===== config.mk =====
export PLATFORM = sky130hd
export DESIGN_NAME = vbsfsc_top
export DESIGN_NICKNAME = d
export VERILOG_FILES = /design/src/vbsfsc_pkg.sv /design/src/vbsfsc_top.sv
export SDC_FILE = /design/constraint.sdc
export NUM_CORES = 2
export LEC_CHECK = 0
export ABC_AREA = 0
export ABC_CLOCK_PERIOD_IN_PS = 3800
export BUFFER_PORTS_ARGS = -buffer_cell sky130_fd_sc_hd__buf_2
export CAP_MARGIN = 0
export CORE_MARGIN = 3
export CORE_UTILIZATION = 43
export CTS_BUF_LIST = sky130_fd_sc_hd__clkbuf_8
export CTS_CLUSTER_DIAMETER = 100
export DETAILED_ROUTE_END_ITERATION = 7
export PLACE_DENSITY_LB_ADDON = 0.15
export SLEW_MARGIN = 10
export SYNTH_ARGS = -nofsm -noshare
export SYNTH_HDL_FRONTEND = slang
export SYNTH_SLANG_ARGS = --single-unit

===== constraint.sdc =====
create_clock -name clk -period 3.8 [get_ports clk]
set_input_delay 0.19 -clock clk [delete_from_list [all_inputs] [get_ports clk]]
set_output_delay 0.19 -clock clk [all_outputs]
set_load 0.005 [all_outputs]

===== src/vbsfsc_pkg.sv =====
package vbsfsc_pkg;
    localparam logic [7:0] ADDR_STATUS = 8'hc6;
    localparam logic [7:0] ADDR_WCOUNT = 8'hc7;
    localparam logic [7:0] ADDR_THRESH = 8'hc8;
    localparam logic [7:0] ADDR_FLUSH = 8'hc9;
    localparam logic [7:0] ADDR_LINEIRQ = 8'hca;
    localparam logic [7:0] ADDR_SWLO = 8'hcb;
    localparam logic [7:0] ADDR_SWHI = 8'hcc;
    localparam logic [7:0] ADDR_ROUTE = 8'hcd;
    localparam logic [7:0] ADDR_CLKSTD = 8'hce;
    localparam logic [7:0] ADDR_FFEN = 8'hcf;
    localparam logic [7:0] ADDR_FFMODE = 8'hfc;
    localparam logic [7:0] ADDR_FIFODATA = 8'hc0;
    localparam logic [7:0] RST_THRESH = 8'h80;
    localparam logic [7:0] RST_LINEIRQ = 8'h00;
    localparam logic [9:0] RST_SWITCH = 10'h359;
    localparam logic RST_ROUTE = 1'b1;
    localparam logic RST_CLKSTD = 1'b0;
    localparam logic RST_FFEN = 1'b0;
    localparam logic [7:0] RST_FFMODE = 8'h7f;
    localparam logic [7:0] LINE_MODE_FULL = 8'hff;
    localparam logic [5:0] LINE_MIN_IRQ = 6'h02;
    localparam int BIT_FULL_ERR = 7;
    localparam int BIT_EMPTY = 6;
    localparam int BIT_F1EN = 7;
    localparam int BIT_F2EN = 6;
    typedef struct packed {
        logic teletext_flag;
        logic caption_flag_f1;
        logic caption_flag_f2;
        logic widescreen_signal_flag;
        logic programme_delivery_flag;
        logic vertical_timecode_flag;
    } vbsfsc_avail_s;
    typedef struct packed {
        logic [7:0] addr;
        logic [7:0] wdata;
        logic wr;
        logic rd;
    } vbsfsc_bus_s;
endpackage


===== src/vbsfsc_top.sv =====
`timescale 1ns/1ps
module vbsfsc_top
    import vbsfsc_pkg::*;
#(
    parameter int DEPTH_WORDS = 255
) (
    input wire logic clk,
    input wire logic rst,
    input wire logic [7:0] bus_addr,
    input wire logic [7:0] bus_wdata,
    input wire logic bus_wr,
    input wire logic bus_rd,
    output logic [7:0] bus_rdata,
    input wire logic line_push,
    input wire logic [7:0] line_words,
    input wire vbsfsc_avail_s line_kind,
    input wire logic word_valid,
    input wire logic [15:0] word_data,
    input wire vbsfsc_avail_s reg_avail,
    input wire logic [5:0] video_line,
    input wire logic line_start,
    input wire logic field_two,
    input wire logic in_vblank,
    input wire logic [7:0] line_mode,
    input wire logic [9:0] pixel_pos,
    input wire logic [1:0] irq_enable,
    output logic thresh_cond,
    output logic line_cond,
    output logic irq_out,
    output logic load_standard,
    output logic slice_en,
    output logic [7:0] slice_mode,
    output logic clock_std,
    output logic [7:0] video_y_out,
    output logic video_y_valid
);
    // ==========================================================
    // Checks
    // Pointers and the count are eight bits wide, so a deeper FIFO would wrap silently.
    if (DEPTH_WORDS < 2 || DEPTH_WORDS > 255) begin : g_depth_bad
        $error("DEPTH_WORDS must be 2..255");
    end

    localparam logic [7:0] DEPTH_W = 8'(DEPTH_WORDS);

    // ==========================================================
    // State
    typedef struct packed {
        vbsfsc_avail_s avail;
        logic full_err;
        logic [7:0] count;
        logic [7:0] wptr;
        logic [7:0] rptr;
        logic [7:0] room;
        logic [7:0] thresh;
        logic [7:0] lineirq;
        logic [9:0] sw_pos;
        logic route;
        logic clkstd;
        logic ffen;
        logic [7:0] ffmode;
        logic byte_hi;
        logic [7:0] rdata;
        logic thresh_c;
        logic line_c;
        logic irq;
        logic load;
        logic slen;
        logic [7:0] smode;
        logic [7:0] ydata;
        logic yvalid;
    } vbsfsc_state_s;

    vbsfsc_state_s st_reg;
    vbsfsc_state_s st_next;
    logic [15:0] mem [0:255];

    function automatic logic hit(input logic [7:0] a, input logic [7:0] ref_a);
        hit = (a == ref_a);
    endfunction

    logic fifo_take;
    logic fifo_pop;
    logic do_push;
    logic line_fits;
    logic [7:0] line_room;
    assign line_room = DEPTH_W - st_reg.count;
    // The header word needs room too; nine bits keep a 255 word line from wrapping to zero.
    assign line_fits = ({1'b0, line_words} + 9'h001) <= {1'b0, line_room};
    assign do_push = word_valid && (st_reg.room != 8'h00);
    // Each word leaves as two bytes, high byte first, and is popped with its low byte.
    assign fifo_take = (st_reg.count != 8'h00) && ((bus_rd && hit(bus_addr, ADDR_FIFODATA)
        && st_reg.route) || (!st_reg.route));
    assign fifo_pop = fifo_take && st_reg.byte_hi;

    always_ff @(posedge clk) begin
        if (do_push) begin
            mem[st_reg.wptr] <= word_data;
        end
    end

    // ==========================================================
    // Next state
    always_comb begin
        logic flush;
        logic [7:0] cnt;
        logic [15:0] head;
        flush = 1'b0;
        cnt = st_reg.count;
        head = mem[st_reg.rptr];
        st_next = st_reg;
        st_next.load = 1'b0;
        st_next.yvalid = 1'b0;
        st_next.avail = st_reg.avail | reg_avail;
        if (bus_wr) begin
            if (hit(bus_addr, ADDR_STATUS)) begin
                st_next.avail = (st_reg.avail & ~vbsfsc_avail_s'(bus_wdata[5:0])) | reg_avail;
                st_next.full_err = st_reg.full_err & ~bus_wdata[BIT_FULL_ERR];
            end
            if (hit(bus_addr, ADDR_THRESH)) st_next.thresh = bus_wdata;
            if (hit(bus_addr, ADDR_FLUSH)) flush = 1'b1;
            if (hit(bus_addr, ADDR_LINEIRQ)) st_next.lineirq = bus_wdata;
            if (hit(bus_addr, ADDR_SWLO)) st_next.sw_pos[7:0] = bus_wdata;
            if (hit(bus_addr, ADDR_SWHI)) st_next.sw_pos[9:8] = bus_wdata[1:0];
            if (hit(bus_addr, ADDR_ROUTE)) st_next.route = bus_wdata[0];
            if (hit(bus_addr, ADDR_CLKSTD)) st_next.clkstd = bus_wdata[0];
            if (hit(bus_addr, ADDR_FFEN)) st_next.ffen = bus_wdata[0];
            if (hit(bus_addr, ADDR_FFMODE)) st_next.ffmode = bus_wdata;
        end
        if (line_push) begin
            if (!line_fits) begin
                st_next.full_err = 1'b1;
                st_next.room = 8'h00;
            end else begin
                st_next.room = line_words + 8'h01;
                st_next.avail = st_next.avail | line_kind;
            end
        end else if (do_push) begin
            st_next.room = st_reg.room - 8'h01;
        end
        if (do_push) begin
            st_next.wptr = (st_reg.wptr == DEPTH_W - 8'h01) ? 8'h00 : st_reg.wptr + 8'h01;
        end
        if (fifo_pop) begin
            st_next.rptr = (st_reg.rptr == DEPTH_W - 8'h01) ? 8'h00 : st_reg.rptr + 8'h01;
        end
        if (fifo_take) begin
            st_next.byte_hi = ~st_reg.byte_hi;
        end
        cnt = st_reg.count + (do_push ? 8'h01 : 8'h00) - (fifo_pop ? 8'h01 : 8'h00);
        st_next.count = cnt;
        if (flush) begin
            st_next.count = 8'h00;
            st_next.wptr = 8'h00;
            st_next.rptr = 8'h00;
            st_next.room = 8'h00;
            st_next.byte_hi = 1'b0;
            cnt = 8'h00;
        end
        if (!st_reg.route && fifo_take) begin
            st_next.ydata = st_reg.byte_hi ? head[7:0] : head[15:8];
            st_next.yvalid = 1'b1;
        end
        st_next.thresh_c = cnt > st_next.thresh;
        st_next.line_c = line_start && (video_line == st_reg.lineirq[5:0])
            && (st_reg.lineirq[5:0] >= LINE_MIN_IRQ)
            && (field_two ? st_reg.lineirq[BIT_F2EN] : st_reg.lineirq[BIT_F1EN]);
        st_next.irq = (st_next.thresh_c && irq_enable[1]) || (st_next.line_c && irq_enable[0]);
        if (pixel_pos == st_reg.sw_pos) begin
            st_next.load = 1'b1;
            // line override
            // Line modes only cover blanking lines, so active video always takes the full field.
            if (!in_vblank || line_mode == LINE_MODE_FULL) begin
                st_next.slen = st_reg.ffen;
                st_next.smode = st_reg.ffmode;
            end else begin
                st_next.slen = 1'b1;
                st_next.smode = line_mode;
            end
        end
        st_next.rdata = 8'h00;
        if (bus_rd) begin
            if (hit(bus_addr, ADDR_STATUS)) begin
                st_next.rdata = {st_reg.full_err, st_reg.count == 8'h00, st_reg.avail};
            end
            if (hit(bus_addr, ADDR_WCOUNT)) st_next.rdata = st_reg.count;
            if (hit(bus_addr, ADDR_THRESH)) st_next.rdata = st_reg.thresh;
            if (hit(bus_addr, ADDR_LINEIRQ)) st_next.rdata = st_reg.lineirq;
            if (hit(bus_addr, ADDR_SWLO)) st_next.rdata = st_reg.sw_pos[7:0];
            if (hit(bus_addr, ADDR_SWHI)) st_next.rdata = {6'h00, st_reg.sw_pos[9:8]};
            if (hit(bus_addr, ADDR_ROUTE)) st_next.rdata = {7'h00, st_reg.route};
            if (hit(bus_addr, ADDR_CLKSTD)) st_next.rdata = {7'h00, st_reg.clkstd};
            if (hit(bus_addr, ADDR_FFEN)) st_next.rdata = {7'h00, st_reg.ffen};
            if (hit(bus_addr, ADDR_FFMODE)) st_next.rdata = st_reg.ffmode;
            if (hit(bus_addr, ADDR_FIFODATA) && st_reg.route && st_reg.count != 8'h00) begin
                st_next.rdata = st_reg.byte_hi ? head[7:0] : head[15:8];
            end
        end
    end

    // ==========================================================
    // Registers
    always_ff @(posedge clk) begin
        if (rst) begin
            st_reg <= '0;
            st_reg.thresh <= RST_THRESH;
            st_reg.lineirq <= RST_LINEIRQ;
            st_reg.sw_pos <= RST_SWITCH;
            st_reg.route <= RST_ROUTE;
            st_reg.clkstd <= RST_CLKSTD;
            st_reg.ffen <= RST_FFEN;
            st_reg.ffmode <= RST_FFMODE;
        end else begin
            st_reg <= st_next;
        end
    end

    assign bus_rdata = st_reg.rdata;
    assign thresh_cond = st_reg.thresh_c;
    assign line_cond = st_reg.line_c;
    assign irq_out = st_reg.irq;
    assign load_standard = st_reg.load;
    assign slice_en = st_reg.slen;
    assign slice_mode = st_reg.smode;
    assign clock_std = st_reg.clkstd;
    assign video_y_out = st_reg.ydata;
    assign video_y_valid = st_reg.yvalid;
endmodule


# --- Word-level counts from Yosys, hierarchy flattened ---
# Memories as Yosys holds them, arrays and structs flattened. A register that Yosys moved wholly into a read port is not among the register bits.
# Index checks and enable logic that the tools add are counted.
word_totals:
  n_memories: 1
  output_inout_bits: 31
  ram_bits: 4096
  register_bits: 107
op_classes:
  n_mux: 44
  n_reduce_logical: 31
  n_bitwise: 9
  addsub: 8
  magnitude_cmp: 3
  n_eq_ne: 17
memory_table:
  columns: ["name", "words", "word_bits", "read_ports", "rd_clocked_by_memory_dff", "write_ports", "line_no", "source"]
  rows:
  - ["mem", 256, 16, 1, 1, 1, "vbsfsc_top.sv:76", "logic [15:0] mem [0:255];"]
op_table:
  columns: ["operator", "count"]
  rows:
  - ["two-way mux 8 bit", 24]
  - ["equality test 8 bit (second input constant)", 15]
  - ["two-way mux 37 bit", 1]
  - ["adder 8 x 1 -> 8 bit (second input constant)", 3]
  - ["two-way mux 7 bit", 3]
  - ["OR 6 bit", 3]
  - ["nonzero test 8 bit", 2]
  - ["AND reduction 2 bit", 7]
  - ["logical AND 1 bit", 13]
  - ["two-way mux 1 bit", 12]
  - ["equality test 10 bit", 1]
  - ["two-way mux 10 bit", 1]
  - ["adder 8 x 1 -> 9 bit (second input constant)", 1]
  - ["less-or-equal comparator 9 x 8 -> 1 bit", 1]
  - ["two-way mux 9 bit", 1]
  - ["adder 8 x 1 -> 8 bit", 1]
  - ["> comparator 8 bit", 1]
  - ["zero test 8 bit", 1]
  - ["subtractor 8 x 1 -> 8 bit", 1]
  - ["subtractor 8 x 1 -> 8 bit (second input constant)", 1]
  - ["subtractor 8 bit (first input constant)", 1]
  - ["bitwise AND 6 bit", 1]
  - ["equality test 6 bit", 1]
  - [">= comparator 6 x 2 -> 1 bit (second input constant)", 1]
  - ["9 further kinds", 15]

# --- Longest topological paths before layout ---
logic_depth:
  word_depth: 12
  mapped_depth: 26
  ltp_nobuf: 25

# --- Worst setup path after synthesis ---
# Ideal clock, no wire load.
synth_timing:
  path_type: "input -> register"
  from: "input port bus_addr[4]"
  to: "register st_reg (netlist bit irq_out)"
  path_stages: 25
  t_arrival_ns: 3.980
  setup_time_ns: 0.117
  path_slack_ns: -0.296
  path_cell_list: "nand4bb_1 > clkbuf_1 > nor4_1 > nand2_1 > a21oi_1 > and2_1 > clkbuf_1 > ha_1 > inv_1 > ha_1 > inv_1 > fa_1 > inv_1 > a21oi_1 > o21bai_1 > a21oi_1 > nor2_1 > nor2_1 > xor2_1 > nor2_1 > ha_1 > a21o_1 > a211oi_1 > nor3_1 > a22o_1"
synth_via:
  elab_chain_len: 12
synth_lines:
  columns: ["element", "line_no", "source"]
  rows:
  - ["from (decl)", "vbsfsc_top.sv:9", "input wire logic [7:0] bus_addr,"]
  - ["equality test 8 bit", "vbsfsc_top.sv:79", "hit = (a == ref_a);"]
  - ["logical AND 1 bit", "vbsfsc_top.sv:92", "assign fifo_take = (st_reg.count != 8'h00) && ((bus_rd && hit(bus_addr, ADDR_FIFODATA)"]
  - ["logical AND 1 bit", "vbsfsc_top.sv:93", "&& st_reg.route) || (!st_reg.route));"]
  - ["logical OR 1 bit", "vbsfsc_top.sv:93", null]
  - ["logical AND 1 bit", "vbsfsc_top.sv:92", null]
  - ["logical AND 1 bit", "vbsfsc_top.sv:94", "assign fifo_pop = fifo_take && st_reg.byte_hi;"]
  - ["two-way mux 1 bit", "vbsfsc_top.sv:150", "cnt = st_reg.count + (do_push ? 8'h01 : 8'h00) - (fifo_pop ? 8'h01 : 8'h00);"]
  - ["subtractor 8 x 1 -> 8 bit", "vbsfsc_top.sv:150", null]
  - ["two-way mux 8 bit", "vbsfsc_top.sv:152", "if (flush) begin"]
  - ["> comparator 8 bit *", "vbsfsc_top.sv:164", "st_next.thresh_c = cnt > st_next.thresh;"]
  - ["logical AND 1 bit *", "vbsfsc_top.sv:168", "st_next.irq = (st_next.thresh_c && irq_enable[1]) || (st_next.line_c && irq_enable[0]);"]
  - ["logical OR 1 bit *", "vbsfsc_top.sv:168", null]
  - ["to (signal assigned)", "vbsfsc_top.sv:214", "st_reg <= st_next;"]
  - ["to (decl)", "vbsfsc_top.sv:74", "vbsfsc_state_s st_reg;"]
# Mark *: on every way between the ends. The rest lies on a longest branch, timed or not.
# A chain may end at the register's enable or synchronous reset.

# --- Worst setup path after layout ---
layout_timing:
  from: "register st_reg[68] in the netlist's numbering"
  to: "register st_reg (netlist bit irq_out)"
layout_via:
  elab_chain_len: 9
layout_lines:
  columns: ["element", "line_no", "source"]
  rows:
  - ["nonzero test 8 bit", "vbsfsc_top.sv:90", "assign do_push = word_valid && (st_reg.room != 8'h00);"]
  - ["logical AND 1 bit", "vbsfsc_top.sv:90", null]
  - ["two-way mux 1 bit", "vbsfsc_top.sv:150", null]
  - ["adder 8 x 1 -> 8 bit", "vbsfsc_top.sv:150", null]
  - ["subtractor 8 x 1 -> 8 bit", "vbsfsc_top.sv:150", null]
  - ["two-way mux 8 bit", "vbsfsc_top.sv:152", null]
  - ["> comparator 8 bit", "vbsfsc_top.sv:164", null]
  - ["logical AND 1 bit", "vbsfsc_top.sv:168", null]
  - ["logical OR 1 bit", "vbsfsc_top.sv:168", null]
# Every way passes these cells.

==> results.json <==
{
  "grt_max_degree": 127,
  "clockBufferDepth": 4,
  "finalPower_uw": 90740,
  "min-delay-start": "word_data[13]",
  "antenna_found_initial": 10,
  "fin_setup_tns_ps": -147.0,
  "via_count": 85480,
  "hold_end": "mem[98][13]",
  "p_clk_share_pct": 39.9,
  "core_sq_um": 376400,
  "drc": 0,
  "gr-total-overflow": 0,
  "synth_edf_count": 4096,
  "htree_num_levels": 6,
  "final_cells": 14860,
  "final_antenna_net_count": 0,
  "comb_power_share_pct": 3.8,
  "slew_viol_final": 0,
  "ff2ff_path_depth": 23,
  "min_path_cells": 2,
  "placed_cells": 13420,
  "finClkSkew_ps": 90.23,
  "clk_latency_ps": 1180,
  "top_level_ports": 118,
  "p_int_uw": 70450,
  "maxCapViolations": 0,
  "finalWorstSetupSlack_ps": -147.0,
  "power_frac_seq_pct": 56.3,
  "yosysWarnings": 0,
  "worstPathArrival_ps": 4990,
  "cpMaxStageDelayCell": "dfxtp_2",
  "period_share_pct": 103.9,
  "die-area_sq_um": 386300,
  "die_height_um": 621.5,
  "outcome": "finished, violations left",
  "synth_cell_types": 68,
  "first_iter_violations": 9161,
  "synthFlopType": "edfxtp_1",
  "start_util_pct": 43.28,
  "clock-root-buffer": "clkbuf_8",
  "via_per_inst": 5.753,
  "critPathKind": "reg -> reg",
  "port_buffers": 117,
  "final_nets": 9448,
  "fmax_ghz": 0.2534,
  "wirelength_um": 461300,
  "timing.rr.start": "st_reg[68]",
  "die_width_um": 621.5,
  "crit_fanout": 2,
  "largest_reg_flops": 4096,
  "crit_chain": "inv_2 > ha_4 > nand2_4 > or3_4 > o31a_1 > inv_2 > ha_4 > inv_2 > ha_4 > buf_4 > a21o_1 > a21oi_2 > o21bai_1 > a21oi_2 > o21bai_1 > a21oi_1 > xnor2_1 > nor2_1 > ha_1 > buf_4 > a211oi_2 > nor3_2 > a22o_1",
  "cp.required_ps": 4850,
  "synth-seq-cells": 4211,
  "end_kind": "flip-flop",
  "grt_setup_unrepaired": "yes",
  "p_leak_uw": 0.06008,
  "worstMarginPinSlew_ps": 1275,
  "syn_nets": 7969,
  "dr.pass1.iters": 7,
  "drive_above_1_share_pct": 29.43,
  "syn_inst": 7846,
  "avgRoutedWirePerCell_um": 31.05,
  "r2r_slack_ps": -150,
  "timing.rr.end": "irq_out",
  "cts_made_buffers": 687,
  "min_period_ps": 3947,
  "switching_power_uw": 20280,
  "synth-seq-area-share_pct": 76.91,
  "hold_viol_final": 0,
  "synthToLayoutAreaGrowth_pct": 17.13,
  "grt_pass1_wl_um": 652400,
  "routabilityCongestion": 0.8726,
  "clock_sinks": 4211,
  "dpl_worst_slack_ps": -562.9,
  "hold_path_class": "in -> reg",
  "synth.cell_area_sq_um": 162900,
  "violations": "setup timing",
  "switching_share_pct": 22.36,
  "avgSynthCellArea_sq_um": 20.76,
  "grt_util_all_layers_pct": 23.37,
  "clk_pin_slew_ps": 60,
  "synthArstFlopShare_pct": 0,
  "cts_tree": "built",
  "critical-path-max-stage-delay_ps": 320,
  "fin_util_pct": 50.70,
  "slew_headroom_pct": 15.00,
  "dp_hpwl_um": 281300,
  "peakVddDrop_mv": 0.3826,
  "grt_pass1_vias": 87660,
  "startpoint_type": "flip-flop",
  "setup_viol": 1,
  "p_per_area_nw_per_um2": 475.5,
  "rows": 225
}
## layout by cell type, fill, tap and decap left out, drive strengths merged, types with 58 or more instances in the layout
cell type	n
a2111oi	58
a21oi	123
a22oi	196
buf	1078
clkbuf	712
clkinv	208
dfxtp	115
dlygate4sd3	182
edfxtp	4096
inv	312
mux2i	579
mux4	768
nand2	98
nand3	58
nor2	356
nor3	105
nor4	64
o22ai	323
## routing by layer
metal  track usage, %  vias up  share of wire (%)
li1                 -    35920                  -
met1            32.46    45620                 41
met2            37.77     3261                 48
met3            4.298      676                7.1
met4            6.959        0                3.1
met5                0        -                  0
## power groups by stage
stage                     clock network, uW  registers [uW]  logic [uW]
after global placement                    0           52100        3050
after floorplan                           0           52100        1010
after global routing                  39200           51100        3670
after CTS                             37100           51100        3360
after detailed placement                  0           52100        3080
final                                 36200           51100        3410
## per-stage QoR
stage / hold WS [ps] / area [sq um]
6_report: 95.67 / 190800
2_1_floorplan: 288.9 / 163000
3_3_place_gp: 426.7 / 175300
3_5_place_dp: 437.8 / 175300
4_1_cts: 1.279 / 190200
5_1_grt: 62.45 / 190800
## how the worst max path moves through the flow
stage                     from        endpoint
floorplan           st_reg[69]         irq_out
global placement     flip-flop  video_y_out[5]
detailed placement   flip-flop  video_y_out[2]
CTS                 st_reg[68]         irq_out
global route        st_reg[70]         irq_out
finish              st_reg[68]         irq_out
## critical path: cells and delay by family (launching register included)
kind / cells / cell delay [ps]
buffers and inverters: 5 / 470
AO/OA/AOI/OAI: 9 / 1630
adder cells (fa/ha/maj): 4 / 740
flip-flops: 1 / 320
XOR/XNOR: 1 / 170
AND/OR/NAND/NOR: 4 / 510
## synth_stat cells, drive strengths merged (12+ instances only)
cell type / n / area share (%)
edfxtp: 4096 / 75
mux4: 768 / 11
mux2i: 579 / 3.6
nor2: 356 / 0.82
o22ai: 323 / 1.2
buf: 299 / 1.6
a22oi: 196 / 0.91
clkbuf: 182 / 0.42
a21oi: 123 / 0.38
dfxtp: 115 / 1.4
nor3: 105 / 0.33
nand2: 98 / 0.23
nor4: 64 / 0.25
a2111oi: 58 / 0.33
nand3: 58 / 0.18
mux2: 57 / 0.39
ha: 35 / 0.27
a22o: 34 / 0.18
o211ai: 34 / 0.16
nand4: 33 / 0.13
inv: 28 / 0.065
xor2: 24 / 0.13
o21ai: 22 / 0.068
xnor2: 22 / 0.12
a211oi: 17 / 0.078
or4: 17 / 0.078
nor2b: 15 / 0.058
a31oi: 13 / 0.050
a222oi: 12 / 0.074
## timing repair
| action | CTS | global route |
|---|---|---|
| hold buffers | 183 | 0 |
| cloned | 3 | 8 |
| hold endpoints to repair | 4156 | 0 |
| endpoints found under the setup margin | 18 | 20 |
| setup buffers | 9 | 11 |
| pin swaps | 22 | 5 |
| resized for setup | 84 | 59 |
## kinds of logic after synthesis
group,Yosys count,share of synthesized area [%]
AO/OA/AOI/OAI,853,3.570
multiplexers,1404,14.61
AND/OR/NAND/NOR,787,2.241
flip-flops,4211,76.91
XOR/XNOR,46,0.2473
adder cells (fa/ha/maj),36,0.2811
buffers and inverters,509,2.133
## area by class of cell
class | instances | area (sq um)
inverter | 28 | 105.1
multi-input combinational | 3126 | 35070
sequential | 4211 | 125300
timing repair buffer | 1271 | 11660
clock inverter | 513 | 2701
clock buffer | 704 | 9689
fill | 30190 | 185600
antenna | 10 | 25.02
tap | 4994 | 6248
No activity file was read; power rests on OpenSTA's default activity.
